<file path="config.mk">
export PLATFORM = sky130hd
export DESIGN_NAME = gmi_top
export DESIGN_NICKNAME = d
export VERILOG_FILES = /design/src/common/gmi_pkg.sv /design/src/common/gmi_tun_if.sv /design/src/design/gmi_top.sv /design/src/design/gmi_tunnel.sv
export SDC_FILE = /design/constraint.sdc
export NUM_CORES = 1
export LEC_CHECK = 0
export BUFFER_PORTS_ARGS = -buffer_cell sky130_fd_sc_hd__buf_4
export CAP_MARGIN = 10
export CORE_ASPECT_RATIO = 0.75
export CORE_MARGIN = 2
export CORE_UTILIZATION = 35
export CTS_BUF_LIST = sky130_fd_sc_hd__clkbuf_4
export DETAILED_ROUTE_END_ITERATION = 8
export GPL_TIMING_DRIVEN = 0
export PLACE_DENSITY = 0.59
export SYNTH_ARGS = -nofsm -noshare
export SYNTH_HDL_FRONTEND = slang
export SYNTH_HIERARCHICAL = 1
export SYNTH_SLANG_ARGS = --single-unit
</file>
<file path="constraint.sdc">
create_clock -name CLK -period 2.4 [get_ports CLK]
set_clock_uncertainty 0.05 [all_clocks]
set_input_delay 0.48 -clock CLK [delete_from_list [all_inputs] [get_ports CLK]]
set_output_delay 0.48 -clock CLK [all_outputs]
set_load 0.03 [all_outputs]
</file>
<file path="src/common/gmi_pkg.sv">
// Purpose: shared constants and types for the gateway modem init block
// Assumes: one 40 MHz clock, synchronous active-low reset
// Notes: presence timer counts ticks of a local time base
package gmi_pkg;
  localparam int CLK_MHZ = 40;
  localparam int PRESENCE_MS = 2;
  // presence limit in time-base ticks (1 tick per microsecond)
  localparam int PRESENCE_TICKS = PRESENCE_MS * 1000;
  localparam int TICK_CYCLES = CLK_MHZ;
  localparam int UPSTREAM_CHANNEL_ID_W = 8;
  localparam int CHAN_W = 8;
  localparam int VAL_W = 8;
  localparam logic [UPSTREAM_CHANNEL_ID_W-1:0] UPSTREAM_CHANNEL_ID_RESET = 8'hff;

  // initialization machine states
  typedef enum logic [3:0] {
    GMI_IDLE = 4'h0,
    GMI_SCAN = 4'h1,
    GMI_PRES = 4'h3,
    GMI_MDD = 4'h2,
    GMI_AMBIG = 4'h6,
    GMI_WAITV = 4'h7,
    GMI_SGSCAN = 4'h5,
    GMI_UPACQ = 4'h4,
    GMI_CONN = 4'hc,
    GMI_REG = 4'hd,
    GMI_TWOWAY = 4'hf,
    GMI_ONEWAY = 4'he,
    GMI_DISABLED = 4'ha,
    GMI_LEGACY = 4'hb
  } gmi_init_state_t;

  typedef enum logic [1:0] {
    GMI_T_IDLE = 2'h0,
    GMI_T_ADV = 2'h1,
    GMI_T_FILT = 2'h3
  } gmi_tun_state_t;
endpackage

</file>
<file path="src/common/gmi_tun_if.sv">
// Purpose: signals between the init machine and the tunnel machine
// Assumes: single clock domain
// Notes: these signals never leave the modem
`timescale 1ns/1ps
interface gmi_tun_if;
  logic advanced;
  logic valid_chan;
  logic invalid_chan;
  logic hunt;
  modport tun (output advanced, output valid_chan, output invalid_chan,
    output hunt);
  modport init (input advanced, input valid_chan, input invalid_chan,
    input hunt);
endinterface

</file>
<file path="src/design/gmi_top.sv">
// Purpose: gateway modem init machine with tunnel machine beside it
// Assumes: link events arrive as one-cycle pulses from the modem core
// Notes: controller messages are one-cycle pulses with data in flops
//
// Overview of operation
// - no scanning until the controller sets advanced mode
// - keep scanning while a locked channel lacks gateway tunnels
// - no descriptors on a locked channel: retune to next channel
// - with descriptors, look for a domain descriptor of matching source
// - no matching domain descriptor: take the legacy init path
// - matching domain descriptor: resolve the downstream service group
// - forward descriptor after resolution; continue only on valid reply
// - invalid reply: scan other channels of the service group
// - drop foreign-source descriptors, forward matching ones
// - none accepted in the domain: resume general scan
// - upstream, ranging, connectivity or registration failure: one-way
// - presence validation runs a timer; expiry resumes scanning
// - descriptor found stops timer and signals channel found
// - continue-scan and channel-found stay internal
// - disable/enable transmitter; disable silences every upstream
// - two-way reached: report success with lowest transmit channel id
// - report scan done, one-way, cannot forward, channel-change depart
// - tunnel machine takes start, filter and hunt commands
// - tunnel machine reports descriptor info and reinit events
// - two concurrent machines; tunnel feeds validity to init
// - controller may supply a frequency list to speed acquisition
// - configuration file frequency and channel list still apply
// - disable command stops transmit at once; from upstream, connectivity, registration or two-way it enters disabled state
// - one-way mode stays tuned and keeps tunnel traffic
// - collect domain descriptor only with matching source address
`timescale 1ns/1ps
module gmi_top #(
  parameter int PRESENCE_LIMIT = gmi_pkg::PRESENCE_TICKS,
  parameter int TICK_DIV = gmi_pkg::TICK_CYCLES,
  parameter int MAC_W = 48,
  parameter int NCH = 8
) (
  input wire logic CLK,
  input wire logic RESETN,
  input wire logic START_ADV,
  input wire logic FILTER_CMD,
  input wire logic [MAC_W-1:0] FILTER_MAC,
  input wire logic VALID_CMD,
  input wire logic HUNT_CMD,
  input wire logic TX_DISABLE_CMD,
  input wire logic TX_ENABLE_CMD,
  input wire logic FREQ_LIST_VALID,
  input wire logic [gmi_pkg::CHAN_W-1:0] FREQ_LIST_CHAN,
  input wire logic CFG_CHAN_VALID,
  input wire logic [gmi_pkg::CHAN_W-1:0] CFG_CHAN,
  input wire logic LOCKED,
  input wire logic TUNNELS_OK,
  input wire logic DCD_SEEN,
  input wire logic [MAC_W-1:0] DCD_SRC,
  input wire logic MDD_SEEN,
  input wire logic [MAC_W-1:0] MDD_SRC,
  input wire logic SG_DONE,
  input wire logic [NCH-1:0] SG_CHANS,
  input wire logic UP_OK,
  input wire logic UP_FAIL,
  input wire logic CONN_OK,
  input wire logic CONN_FAIL,
  input wire logic REG_OK,
  input wire logic REG_FAIL,
  input wire logic MULTI_TX,
  input wire logic [NCH-1:0] TX_SET,
  input wire logic [gmi_pkg::UPSTREAM_CHANNEL_ID_W-1:0] SINGLE_UPSTREAM_CHANNEL_ID,
  input wire logic NO_FWD,
  input wire logic [gmi_pkg::VAL_W-1:0] NETWORK_ACCESS_CONTROL_VAL,
  input wire logic [gmi_pkg::VAL_W-1:0] MAX_CPE_VAL,
  input wire logic CC_DEPART,
  input wire logic [1:0] CC_INIT_TYPE,
  input wire logic MAC_REINIT,
  output logic RETUNE,
  output logic [gmi_pkg::CHAN_W-1:0] TUNE_CHAN,
  output logic FWD_DCD,
  output logic MDD_COLLECT,
  output logic LEGACY_INIT,
  output logic UP_TX_EN,
  output logic SCAN_DONE,
  output logic TWOWAY_OK,
  output logic [gmi_pkg::UPSTREAM_CHANNEL_ID_W-1:0] UPSTREAM_CHANNEL_ID,
  output logic ONEWAY,
  output logic CANT_FWD,
  output logic [gmi_pkg::VAL_W-1:0] NETWORK_ACCESS_CONTROL_OUT,
  output logic [gmi_pkg::VAL_W-1:0] MAX_CPE_OUT,
  output logic CC_DEPART_OUT,
  output logic [1:0] CC_TYPE_OUT,
  output logic DCD_INFO,
  output logic REINIT_OUT,
  output logic [MAC_W-1:0] FILTER_MAC_OUT,
  output logic [gmi_pkg::UPSTREAM_CHANNEL_ID_W-1:0] TX_DISABLED
);
  gmi_tun_if tif ();

  gmi_tunnel #(.MAC_W(MAC_W)) u_tun (
    .clk(CLK),
    .resetn(RESETN),
    .cmd_start_adv(START_ADV),
    .cmd_filter(FILTER_CMD),
    .filter_mac(FILTER_MAC),
    .cmd_hunt(HUNT_CMD),
    .cmd_valid(VALID_CMD),
    .dcd_in(DCD_SEEN),
    .mac_reinit(MAC_REINIT),
    .dcd_info(DCD_INFO),
    .reinit_evt(REINIT_OUT),
    .filter_mac_q(FILTER_MAC_OUT),
    .tif(tif)
  );

  // lowest set index of the transmit channel set
  function automatic logic [gmi_pkg::UPSTREAM_CHANNEL_ID_W-1:0] lowest(
      input logic [NCH-1:0] v);
    logic [gmi_pkg::UPSTREAM_CHANNEL_ID_W-1:0] r;
    r = gmi_pkg::UPSTREAM_CHANNEL_ID_RESET;
    for (int i = NCH - 1; i >= 0; i--) begin
      if (v[i]) r = gmi_pkg::UPSTREAM_CHANNEL_ID_W'(i);
    end
    return r;
  endfunction

  gmi_pkg::gmi_init_state_t st_q, st_d;
  logic [MAC_W-1:0] dom_q, dom_d;
  logic [NCH-1:0] sg_q, sg_d;
  logic [gmi_pkg::CHAN_W-1:0] ch_q, ch_d;
  logic [31:0] tmr_q, tmr_d;
  logic [31:0] div_q, div_d;
  logic tx_q, tx_d, txoff_q, txoff_d;
  logic chan_found, cont_scan;
  logic retune_d, fwd_d, coll_d, leg_d, done_d, ok_d, ow_d;
  logic [gmi_pkg::UPSTREAM_CHANNEL_ID_W-1:0] upstream_channel_id_d;
  logic mdd_match;

  assign mdd_match = MDD_SEEN && (MDD_SRC == dom_q);
  // internal only, never on a port
  assign chan_found = (st_q == gmi_pkg::GMI_PRES) && DCD_SEEN;
  assign cont_scan = (st_q == gmi_pkg::GMI_PRES) && !DCD_SEEN &&
                     (tmr_q >= 32'(PRESENCE_LIMIT));

  always_comb begin
    st_d = st_q;
    dom_d = dom_q;
    sg_d = sg_q;
    ch_d = ch_q;
    tmr_d = tmr_q;
    div_d = div_q;
    tx_d = tx_q;
    txoff_d = txoff_q;
    retune_d = 1'b0;
    fwd_d = 1'b0;
    coll_d = 1'b0;
    leg_d = 1'b0;
    done_d = 1'b0;
    ok_d = 1'b0;
    ow_d = 1'b0;
    upstream_channel_id_d = UPSTREAM_CHANNEL_ID;
    if (TX_ENABLE_CMD) txoff_d = 1'b0;
    unique case (st_q)
      gmi_pkg::GMI_IDLE: begin
        if (tif.advanced) begin
          st_d = gmi_pkg::GMI_SCAN;
          retune_d = 1'b1;
        end
      end
      gmi_pkg::GMI_SCAN: begin
        if (FREQ_LIST_VALID) ch_d = FREQ_LIST_CHAN;
        if (LOCKED) begin
          if (!TUNNELS_OK) begin
            ch_d = ch_q + 1'b1;
            retune_d = 1'b1;
          end else begin
            st_d = gmi_pkg::GMI_PRES;
            tmr_d = '0;
            div_d = '0;
          end
        end
      end
      gmi_pkg::GMI_PRES: begin
        if (div_q == 32'(TICK_DIV - 1)) begin
          div_d = '0;
          tmr_d = tmr_q + 1'b1;
        end else begin
          div_d = div_q + 1'b1;
        end
        if (chan_found) begin
          dom_d = DCD_SRC;
          st_d = gmi_pkg::GMI_MDD;
          done_d = 1'b1;
        end else if (cont_scan) begin
          st_d = gmi_pkg::GMI_SCAN;
          ch_d = ch_q + 1'b1;
          retune_d = 1'b1;
        end
      end
      gmi_pkg::GMI_MDD: begin
        coll_d = mdd_match;
        if (mdd_match) st_d = gmi_pkg::GMI_AMBIG;
        else if (DCD_SEEN) begin
          st_d = gmi_pkg::GMI_LEGACY;
          leg_d = 1'b1;
        end
      end
      gmi_pkg::GMI_LEGACY: st_d = gmi_pkg::GMI_UPACQ;
      gmi_pkg::GMI_AMBIG: begin
        if (SG_DONE) begin
          sg_d = SG_CHANS;
          st_d = gmi_pkg::GMI_WAITV;
          fwd_d = 1'b1;
        end
      end
      gmi_pkg::GMI_WAITV: begin
        if (tif.valid_chan) st_d = gmi_pkg::GMI_UPACQ;
        else if (tif.invalid_chan) begin
          if (sg_q == '0) begin
            st_d = gmi_pkg::GMI_SCAN;
            ch_d = ch_q + 1'b1;
          end else begin
            st_d = gmi_pkg::GMI_SGSCAN;
            ch_d = lowest(sg_q);
            sg_d = sg_q & ~(NCH'(1) << lowest(sg_q));
          end
          retune_d = 1'b1;
        end
      end
      gmi_pkg::GMI_SGSCAN: begin
        if (DCD_SEEN && DCD_SRC == dom_q) begin
          fwd_d = 1'b1;
          st_d = gmi_pkg::GMI_WAITV;
        end
      end
      gmi_pkg::GMI_UPACQ: begin
        tx_d = 1'b1;
        if (UP_FAIL) st_d = gmi_pkg::GMI_ONEWAY;
        else if (UP_OK) st_d = gmi_pkg::GMI_CONN;
      end
      gmi_pkg::GMI_CONN: begin
        if (CONN_FAIL) st_d = gmi_pkg::GMI_ONEWAY;
        else if (CONN_OK) st_d = gmi_pkg::GMI_REG;
      end
      gmi_pkg::GMI_REG: begin
        if (CFG_CHAN_VALID) ch_d = CFG_CHAN;
        if (REG_FAIL) st_d = gmi_pkg::GMI_ONEWAY;
        else if (REG_OK) begin
          st_d = gmi_pkg::GMI_TWOWAY;
          ok_d = 1'b1;
          upstream_channel_id_d = MULTI_TX ? lowest(TX_SET) : SINGLE_UPSTREAM_CHANNEL_ID;
        end
      end
      gmi_pkg::GMI_TWOWAY: begin
        if (CFG_CHAN_VALID) begin
          ch_d = CFG_CHAN;
          retune_d = 1'b1;
        end
      end
      gmi_pkg::GMI_ONEWAY: tx_d = 1'b0;
      gmi_pkg::GMI_DISABLED: begin
        if (TX_ENABLE_CMD) st_d = gmi_pkg::GMI_UPACQ;
      end
      default: st_d = gmi_pkg::GMI_IDLE;
    endcase
    if (TX_DISABLE_CMD) begin
      txoff_d = 1'b1;
      tx_d = 1'b0;
      if (st_q inside {gmi_pkg::GMI_UPACQ, gmi_pkg::GMI_CONN,
          gmi_pkg::GMI_REG, gmi_pkg::GMI_TWOWAY})
        st_d = gmi_pkg::GMI_DISABLED;
    end
    if (tif.hunt && st_q != gmi_pkg::GMI_WAITV &&
        st_q != gmi_pkg::GMI_IDLE) begin
      st_d = gmi_pkg::GMI_SCAN;
      tx_d = 1'b0;
      retune_d = 1'b1;
    end
    // after the overrides, so a disable or hunt never reports one-way
    if (st_d == gmi_pkg::GMI_ONEWAY && st_q != gmi_pkg::GMI_ONEWAY) begin
      ow_d = 1'b1;
      tx_d = 1'b0;
    end
  end

  always_ff @(posedge CLK) begin
    if (!RESETN) begin
      st_q <= gmi_pkg::GMI_IDLE;
      dom_q <= '0;
      sg_q <= '0;
      ch_q <= '0;
      tmr_q <= '0;
      div_q <= '0;
      tx_q <= 1'b0;
      txoff_q <= 1'b0;
      RETUNE <= 1'b0;
      FWD_DCD <= 1'b0;
      MDD_COLLECT <= 1'b0;
      LEGACY_INIT <= 1'b0;
      SCAN_DONE <= 1'b0;
      TWOWAY_OK <= 1'b0;
      UPSTREAM_CHANNEL_ID <= gmi_pkg::UPSTREAM_CHANNEL_ID_RESET;
      ONEWAY <= 1'b0;
      CANT_FWD <= 1'b0;
      NETWORK_ACCESS_CONTROL_OUT <= '0;
      MAX_CPE_OUT <= '0;
      CC_DEPART_OUT <= 1'b0;
      CC_TYPE_OUT <= '0;
    end else begin
      st_q <= st_d;
      dom_q <= dom_d;
      sg_q <= sg_d;
      ch_q <= ch_d;
      tmr_q <= tmr_d;
      div_q <= div_d;
      tx_q <= tx_d;
      txoff_q <= txoff_d;
      RETUNE <= retune_d;
      FWD_DCD <= fwd_d;
      MDD_COLLECT <= coll_d;
      LEGACY_INIT <= leg_d;
      SCAN_DONE <= done_d;
      TWOWAY_OK <= ok_d;
      UPSTREAM_CHANNEL_ID <= upstream_channel_id_d;
      ONEWAY <= ow_d;
      CANT_FWD <= NO_FWD;
      if (NO_FWD) begin
        NETWORK_ACCESS_CONTROL_OUT <= NETWORK_ACCESS_CONTROL_VAL;
        MAX_CPE_OUT <= MAX_CPE_VAL;
      end
      CC_DEPART_OUT <= CC_DEPART;
      if (CC_DEPART) CC_TYPE_OUT <= CC_INIT_TYPE;
    end
  end

  assign TUNE_CHAN = ch_q;
  // disable silences the transmitter combinationally, at once
  assign UP_TX_EN = tx_q && !txoff_q && !TX_DISABLE_CMD;
  assign TX_DISABLED = {{(gmi_pkg::UPSTREAM_CHANNEL_ID_W-1){1'b0}}, txoff_q};
endmodule // gmi_top

</file>
<file path="src/design/gmi_tunnel.sv">
// Purpose: tunnel operation machine
// Assumes: controller commands are one-cycle pulses
// Notes: feeds validity into the init machine
`timescale 1ns/1ps
module gmi_tunnel #(
  parameter int MAC_W = 48
) (
  input wire logic clk,
  input wire logic resetn,
  input wire logic cmd_start_adv,
  input wire logic cmd_filter,
  input wire logic [MAC_W-1:0] filter_mac,
  input wire logic cmd_hunt,
  input wire logic cmd_valid,
  input wire logic dcd_in,
  input wire logic mac_reinit,
  output logic dcd_info,
  output logic reinit_evt,
  output logic [MAC_W-1:0] filter_mac_q,
  gmi_tun_if.tun tif
);
  gmi_pkg::gmi_tun_state_t state_q, state_d;
  logic [MAC_W-1:0] mac_d;
  logic dcd_d, reinit_d;

  always_comb begin
    state_d = state_q;
    mac_d = filter_mac_q;
    dcd_d = 1'b0;
    reinit_d = mac_reinit;
    unique case (state_q)
      gmi_pkg::GMI_T_IDLE: begin
        if (cmd_start_adv) state_d = gmi_pkg::GMI_T_ADV;
      end
      gmi_pkg::GMI_T_ADV, gmi_pkg::GMI_T_FILT: begin
        dcd_d = dcd_in;
        if (cmd_filter) begin
          mac_d = filter_mac;
          state_d = gmi_pkg::GMI_T_FILT;
        end
      end
      default: state_d = gmi_pkg::GMI_T_IDLE;
    endcase
    if (mac_reinit) state_d = gmi_pkg::GMI_T_IDLE;
  end

  always_ff @(posedge clk) begin
    if (!resetn) begin
      state_q <= gmi_pkg::GMI_T_IDLE;
      filter_mac_q <= '0;
      dcd_info <= 1'b0;
      reinit_evt <= 1'b0;
    end else begin
      state_q <= state_d;
      filter_mac_q <= mac_d;
      dcd_info <= dcd_d;
      reinit_evt <= reinit_d;
    end
  end

  // validity inputs for the init machine
  assign tif.advanced = (state_q != gmi_pkg::GMI_T_IDLE);
  assign tif.valid_chan = cmd_valid && (state_q != gmi_pkg::GMI_T_IDLE);
  assign tif.invalid_chan = cmd_hunt && (state_q != gmi_pkg::GMI_T_IDLE);
  assign tif.hunt = tif.invalid_chan;
endmodule // gmi_tunnel

</file>
==> metrics.md, run 1 <==
| Metric | Value |
|---|---|
| Core Region | 31300 sq um |
| Initial Utilization | 35.6% |
| CTS sink count | roughly 220 |
| Final cell utilization of the core | between 50% and 60% |
| Post-Route WL | roughly 40000 um |
| Fmax | about 450 MHz |
| Post-synthesis adder-cell area fraction | less than 1% |
| CTS buffer count | 59 |
| CP endpoint kind | flip-flop |
| DR DRC count | 0 |
| Die Y | 158 um |
| Initial antenna violation count | 3 |
| Number of synthesized flops with an enable pin | 0 |
| CTS H-Tree Depth | 2 |
| Clock period minus worst slack | 2.25 ns |
| Vias | between 10k and 15k |
| Synth top cells by count | dfxtp_1, nand2_1, nor2_1 |
| CTS tree | yes |
| Crit Path Class | flip-flop to flip-flop |
| CP required | around 3.0 ns |
| Port Buffer Count | ~320 |
| Slew @ Worst Pin | 0.884 ns |
| Clk slew on worst S/H paths | 0.07 ns |
| Simple-gate portion of the synthesized area | about a quarter |
| Leakage power | around 6.5 nW |
| Startpoint types | flip-flop |
| Root Driver | clkbuf_4 |
| CP max FO | 10 |
| Row Count | 56 |
| Syn_area_per_cell | a little over 8 sq um |
| Die ar. | ~33000 sq um |
| Vias per inst | just over 5 |
| # setup viols final | 0 |
| Layout cell share with drive strength beyond 1 | a little over a quarter |
| HPWL after DPL | between 20000 and 30000 um |
| Skew-Pair Late Insertion Delay | between 0.7 and 0.8 ns |
| Post-Synth XOR/XNOR Area | 11.0% |
| HP Class | input pin to flip-flop |
| Cells after Synth | about 1.4k |
| Yosys top cell area share | roughly 40% |
| DR WL/cell | 17.2 um |
| Most frequent cell after synthesis | dfxtp_1 |
| Post-Syn Area | about 11000 sq um |
| Largest family of logic cells by synthesized area | simple AND/OR/NAND/NOR gates |
| Sequential area share after synthesis | 39.8% |
| Ys flop type | dfxtp_1 |
| Yosys cell types | 70 |
| CTS Buffer Depth | 3 |
| Layout Nets | approximately 2.1k |
| Headroom to the max-slew limit | 41.1% |
| Syn. warnings | 6 |
| Pin count of the biggest net entering global routing | 16 |
| RSZ-0062 raised after global routing | true |
| GRT Residual Overflow | 0 |
| Placed insts | 2086 |
| Die Wd | around 210 um |
| DP Worst Slack | -0.279 ns |
| Pins Over Slew Limit | 0 |
| Initial DRC count | roughly 820 |
| Crit path arrival time | approximately 2.8 ns |
| Final non-filler cell total | 2330 |
| Max-Cap Viols | 0 |
| Post-synthesis mux area share | under 10% |
| Synth Register Bits | 221 |
| Syn-to-layout area delta | 46.2% |
| Top cells by area, synth | dfxtp_1, xnor2_1, nand2_1 |
| Fillcell total | about 3.0k |
| Routed Antenna Nets | 0 |
| Setup TNS | 0 ns |
| GRT Overall Usage | between 20% and 30% |
| Post-synth top area cell | dfxtp_1 |
| Tcrit/Tclk final | between 90% and 100% |
| GP Congestion | slightly above 0.9 |
| Maximum VDD drop | about 0.46 mV |
| Power Dens Cells | about 530 nW/um^2 |
| Drt pass-1 iters | 6 |
| Async S/R FF share, synth | 0% |
| I/O Pins | 329 |
| Final Hold Fails | 0 |
| Outcome | finished clean |
| Vias in the first global route | between 10k and 15k |
| Fin worst setup slack | about 0.15 ns |
| First-pass GRT wire length | ~62000 um |
| Complex-gate fraction of the synthesized area | between 10% and 20% |
final cells by class:
| type | instances | area (sq um) | share of cell area, % |
|---|---|---|---|
| clock buffers | 91 | 683 | 4.20 |
| multi-input cells | 1026 | 6220 | 38.3 |
| repair buffers | 458 | 3780 | 23.2 |
| flip-flops and latches | 221 | 4430 | 27.2 |
| plain buffers | 93 | 495 | 3.05 |
| inverters | 21 | 78.8 | 0.485 |
| clock inverters | 11 | 67.6 | 0.415 |
| well taps | 406 | 508 | 3.12 |
| diodes | 3 | 7.51 | 0.0462 |
logic make-up (layout without fill, tap and decap cells):
group	count (synthesis)	in the layout
and+or+nand+nor	578	578
AOI/OAI and AO/OA	270	270
DFF	221	221
xor gates and xnor gates	140	140
buffers and inverters	115	674
muxes	27	27
adders and majority gates	4	4
other	1	10
power by group:
part           total, W  switching (W)  internal (W)
registers       0.00379      0.0000591       0.00373
logic           0.00135       0.000671      0.000676
clock network   0.00342        0.00161       0.00181
total           0.00856        0.00234       0.00622
critical path, stage by stage, from the launching register on:
cell	delay [ns]
dfxtp_1	0.30
buf_6	0.13
or2_2	0.32
and2_1	0.21
nor2b_2	0.21
a21boi_0	0.14
a211oi_2	0.24
buf_2	0.28
nor2_1	0.06
a211oi_1	0.21
what timing repair did:
item	in CTS	in global routing
hold buffers	135	0
endpoints found under the hold margin	136	0
setup buffers	3	2
setup endpoints to repair	53	82
resized for setup	2	28
pin swaps	4	1
through the flow:
step / cell area [sq um] / power, W / hold WS (ns)
floorplan: 11100 / 0.00443 / 0.394
global placement: 14000 / 0.00500 / 0.396
detailed placement: 14000 / 0.00501 / 0.400
CTS: 16200 / 0.00865 / 0.00130
global route: 16300 / 0.00899 / 0.0437
finish: 16300 / 0.00856 / 0.0797
sequential cells by signal, summed over array words and instances (netlist names), 2 cells and up:
| register | count |
|---|---|
| st_q | 4 |
| tmr_q | 32 |
| u_tun/filter_mac_q | 48 |
| NETWORK_ACCESS_CONTROL_OUT | 8 |
| UPSTREAM_CHANNEL_ID | 8 |
| MAX_CPE_OUT | 8 |
| div_q | 32 |
| CC_TYPE_OUT | 2 |
| u_tun/state_q | 2 |
| TUNE_CHAN | 8 |
| dom_q | 48 |
| sg_q | 8 |
metal layers:
metal / global-route usage [%] / wire length [um] / share of wire (%) / up-vias
li1: - / - / - / 5841
met1: 29.9 / 17500 / 44 / 5504
met2: 38.4 / 18500 / 46 / 399
met3: 6.55 / 3020 / 7.5 / 78
met4: 8.07 / 1070 / 2.7 / 0
met5: 0 / 0 / 0 / -
layout by cell type (no fill, tap or decap), types with 8 or more instances in the layout:
master,instances
buf_4,335
dfxtp_1,219
nand2_1,209
dlygate4sd3_1,135
nor2_1,120
a21oi_1,100
xnor2_1,100
clkbuf_4,92
nand4_1,82
o21ai_0,63
clkbuf_1,41
xor2_1,39
nand3_1,28
mux2i_1,23
buf_2,22
inv_1,20
o21ai_2,20
o211ai_1,19
and3_1,17
nor4_1,15
nor2b_1,14
or3_1,14
and2_1,13
a211oi_1,13
nor3_1,13
clkinv_1,10
nand2b_1,9
and4_1,9
o2111ai_1,9
buf_6,8
clkbuf_2,8
final timing paths:
check | from | end | slack [ns] | cells past startpoint
worst max-delay path | u_tun/state_q[0] | TUNE_CHAN[4] | 0.15 | 9
worst min-delay path | CFG_CHAN[4] | TUNE_CHAN[4] | 0.08 | 3
worst max register to register | u_tun/state_q[0] | TUNE_CHAN[4] | 0.15 | 9
worst min register to register | u_tun/filter_mac_q[31] | u_tun/filter_mac_q[31] | 0.41 | 2
Note: power is estimated with default switching activity, not from simulation.
==> run 2: changes to the inputs <==
- CTS_CLUSTER_DIAMETER: not set -> 40
- PLACE_DENSITY: 0.59 -> 0.57
- SETUP_SLACK_MARGIN: not set -> 0.15
==> run 2 against run 1 <==
- sequential share of layout area shrank 0.36 points
- die area unchanged
- total power decreased by 0.69%
- global-route usage is 0.23 points lower
- worst setup slack gained 0.069 ns
- register-to-register slack gained 0.07 ns
- sequential power about the same
- design area grew 1.7%
- maximum frequency grew 3.2%
- via count is 0.11% higher
==> metrics.md, run 2 (same netlist as run 1, synthesis figures left out) <==
| Metric | Value |
|---|---|
| Outcome | finished clean |
| Most frequent cells in the layout | buf_4, dfxtp_1, nand2_1 |
| CP required | 3.02 ns (+0.07 ns) |
| GP Congestion | 0.896 (-3.7%) |
| CTS sink count | 221 (unchanged) |
| I/O Pins | 329 (unchanged) |
| Pins Over Slew Limit | 0 (unchanged) |
| Internal | 0.00614 W (-1.3%) |
| Regs by FF count | dom_q x48, u_tun/filter_mac_q x48 |
| HP Class | input pin to flip-flop |
| Final Hold Fails | 0 (unchanged) |
| Layout Nets | 2126 (+0.71%) |
| GRT Overall Usage | 23.3% (-0.23 points) |
| Syn-to-layout area delta | 48.7% |
| Net Sw Frac | 27.8% (+0.47 points) |
| Tcrit/Tclk final | 90.7% (-2.9 points) |
| Slew @ Worst Pin | 0.803 ns (-0.0813 ns) |
| Post-Route WL | 40800 um (+1.6%) |
| Fillcell total | 2990 (+0.95%) |
| HPWL after DPL | 29400 um (+1.1%) |
| Logic pwr share | 16.0% (+0.3 points) |
| Port Buffer Count | 318 (unchanged) |
| Root Driver | clkbuf_4 |
| CTS H-Tree Depth | 2 (unchanged) |
| Crit path launch | dom_q[22] |
| Vias per inst | 5.05 (-0.45%) |
| CTS buffer count | 59 (unchanged) |
| Routed Antenna Nets | 0 (unchanged) |
| Clock period minus worst slack | 2.18 ns (-0.0694 ns) |
| R2R cell count | 6 (-3) |
| Crit path arrival time | 2.80 ns (about the same) |
| Initial Utilization | 35.6% (unchanged) |
| Pin count of the biggest net entering global routing | 16 (unchanged) |
| RSZ-0062 raised after global routing | true |
| Power Dens Cells | 514 nW/um^2 (-2.4%) |
| # setup viols final | 0 (unchanged) |
| Drt pass-1 iters | 8 (+2) |
| Net Switching | 0.00237 W (+1.0%) |
| Initial antenna violation count | 2 (-1) |
| CTS Buffer Depth | 3 (unchanged) |
| DR WL/cell | 17.4 um (+1.1%) |
| Fmax | 459 MHz (+3.2%) |
| Vias | 11.8k (+0.11%) |
| Seq pwr share | 44.6% (+0.3 points) |
| GRT Residual Overflow | 0 (unchanged) |
| Core Region | 31300 sq um (unchanged) |
| Layout cell share with drive strength beyond 1 | 29.3% (+1.9 points) |
| Headroom to the max-slew limit | 46.5% (+5.4 points) |
| Hold Crit Start | SINGLE_UPSTREAM_CHANNEL_ID[1] |
| Row Count | 56 (unchanged) |
| Power Total | 0.00850 W (-0.69%) |
| Clk pwr share | 39.4% (-0.6 points) |
| Hold Slack | 0.0638 ns (-0.0159 ns) |
| Leakage power | 6.60 nW (+2.0%) |
| Maximum VDD drop | 0.310 mV (-33%) |
| Most common cell after layout, fill and taps aside | buf_4 |
| Max-Cap Viols | 0 (unchanged) |
| Worst R2R End | ONEWAY |
| CP endpoint kind | flip-flop |
| Hold path endpoint | UPSTREAM_CHANNEL_ID[1] |
| First-pass GRT wire length | 61300 um (-1.4%) |
| Hold depth | 3 (unchanged) |
| Startpoint types | flip-flop |
| Register-to-Register Setup Slack | 0.22 ns (+0.07 ns) |
| DR DRC count | 0 (unchanged) |
| CP max FO | 4 (-6) |
| Die Wd | 210 um (unchanged) |
| Skew-Pair Late Insertion Delay | 0.74 ns (about the same) |
| R2R Path Start | dom_q[22] |
| CTS tree | yes |
| Crit Path Class | flip-flop to flip-flop |
| Vias in the first global route | 11.4k (-2.1%) |
| Die Y | 158 um (unchanged) |
| Die ar. | 33200 sq um (unchanged) |
| Initial DRC count | 863 (+4.7%) |
| Clk slew on worst S/H paths | 0.08 ns (about the same) |
-- run 2: area by class of cell --
class / count / area (sq um) / area share, %
antenna: 2 / 5.00 / 0.0303
buffer: 94 / 524 / 3.17
clock buffer: 92 / 691 / 4.17
clock inverter: 9 / 40.0 / 0.242
inverter: 21 / 78.8 / 0.476
multi-input combinational: 1026 / 6380 / 38.5
sequential: 221 / 4440 / 26.9
tap: 406 / 508 / 3.07
timing repair buffer: 472 / 3880 / 23.4
-- run 2: how the worst max path moves through the flow --
stage | to | cells past startpoint | slack (ns)
after floorplan | TUNE_CHAN[5] | 9 | 0.26
after global placement | dom_q[35] | 8 | -0.28
after detailed placement | dom_q[35] | 8 | -0.32
after CTS | tmr_q[25] | 8 | 0.1
after global routing | tmr_q[18] | 7 | 0.1
final | ONEWAY | 6 | 0.22
-- run 2: power groups by stage --
stage	registers (W)	clock network (W)	logic, W
2_1_floorplan	0.00398	0	0.000452
5_1_grt	0.00380	0.00365	0.00145
4_1_cts	0.00379	0.00347	0.00133
6_report	0.00379	0.00335	0.00136
3_3_place_gp	0.00387	0	0.00113
3_5_place_dp	0.00387	0	0.00114
-- run 2: worst max-delay path: stages, from the launching register on --
cell	delay, ns
dfxtp_1	0.36
xor2_1	0.18
a2111o_1	0.42
nor4_4	0.35
nand4_1	0.25
a211oi_2	0.28
and4_1	0.21
-- run 2: through the flow --
step / cell area (sq um) / setup slack [ns] / setup TNS, ns / utilization (%) / instances
finish: 16500 / 0.223 / 0 / 52.9 / 2343
global route: 16500 / 0.0973 / 0 / 52.9 / 2342
CTS: 16200 / 0.0964 / 0 / 51.9 / 2326
detailed placement: 14000 / -0.318 / -8.00 / 44.9 / 2086
global placement: 14000 / -0.283 / -6.88 / 44.9 / 2086
floorplan: 11100 / 0.261 / 0 / - / 1362
-- run 2: what timing repair did --
| action | CTS | global route |
|---|---|---|
| endpoints found under the hold margin | 134 | 0 |
| resized for setup | 16 | 65 |
| buffers inserted | 4 | 13 |
| setup endpoints to repair | 120 | 116 |
| pin swaps | 4 | 18 |
| hold buffers | 135 | 0 |
| gates cloned | 0 | 2 |
-- run 2: metal layers --
| layer | wire [um] | track usage, % | vias up |
|---|---|---|---|
| met5 | 0 | 0 | - |
| met4 | 1020 | 8.17 | 0 |
| met3 | 2840 | 6.47 | 65 |
| met2 | 18900 | 37.7 | 337 |
| met1 | 18000 | 29.8 | 5566 |
| li1 | - | - | 5867 |
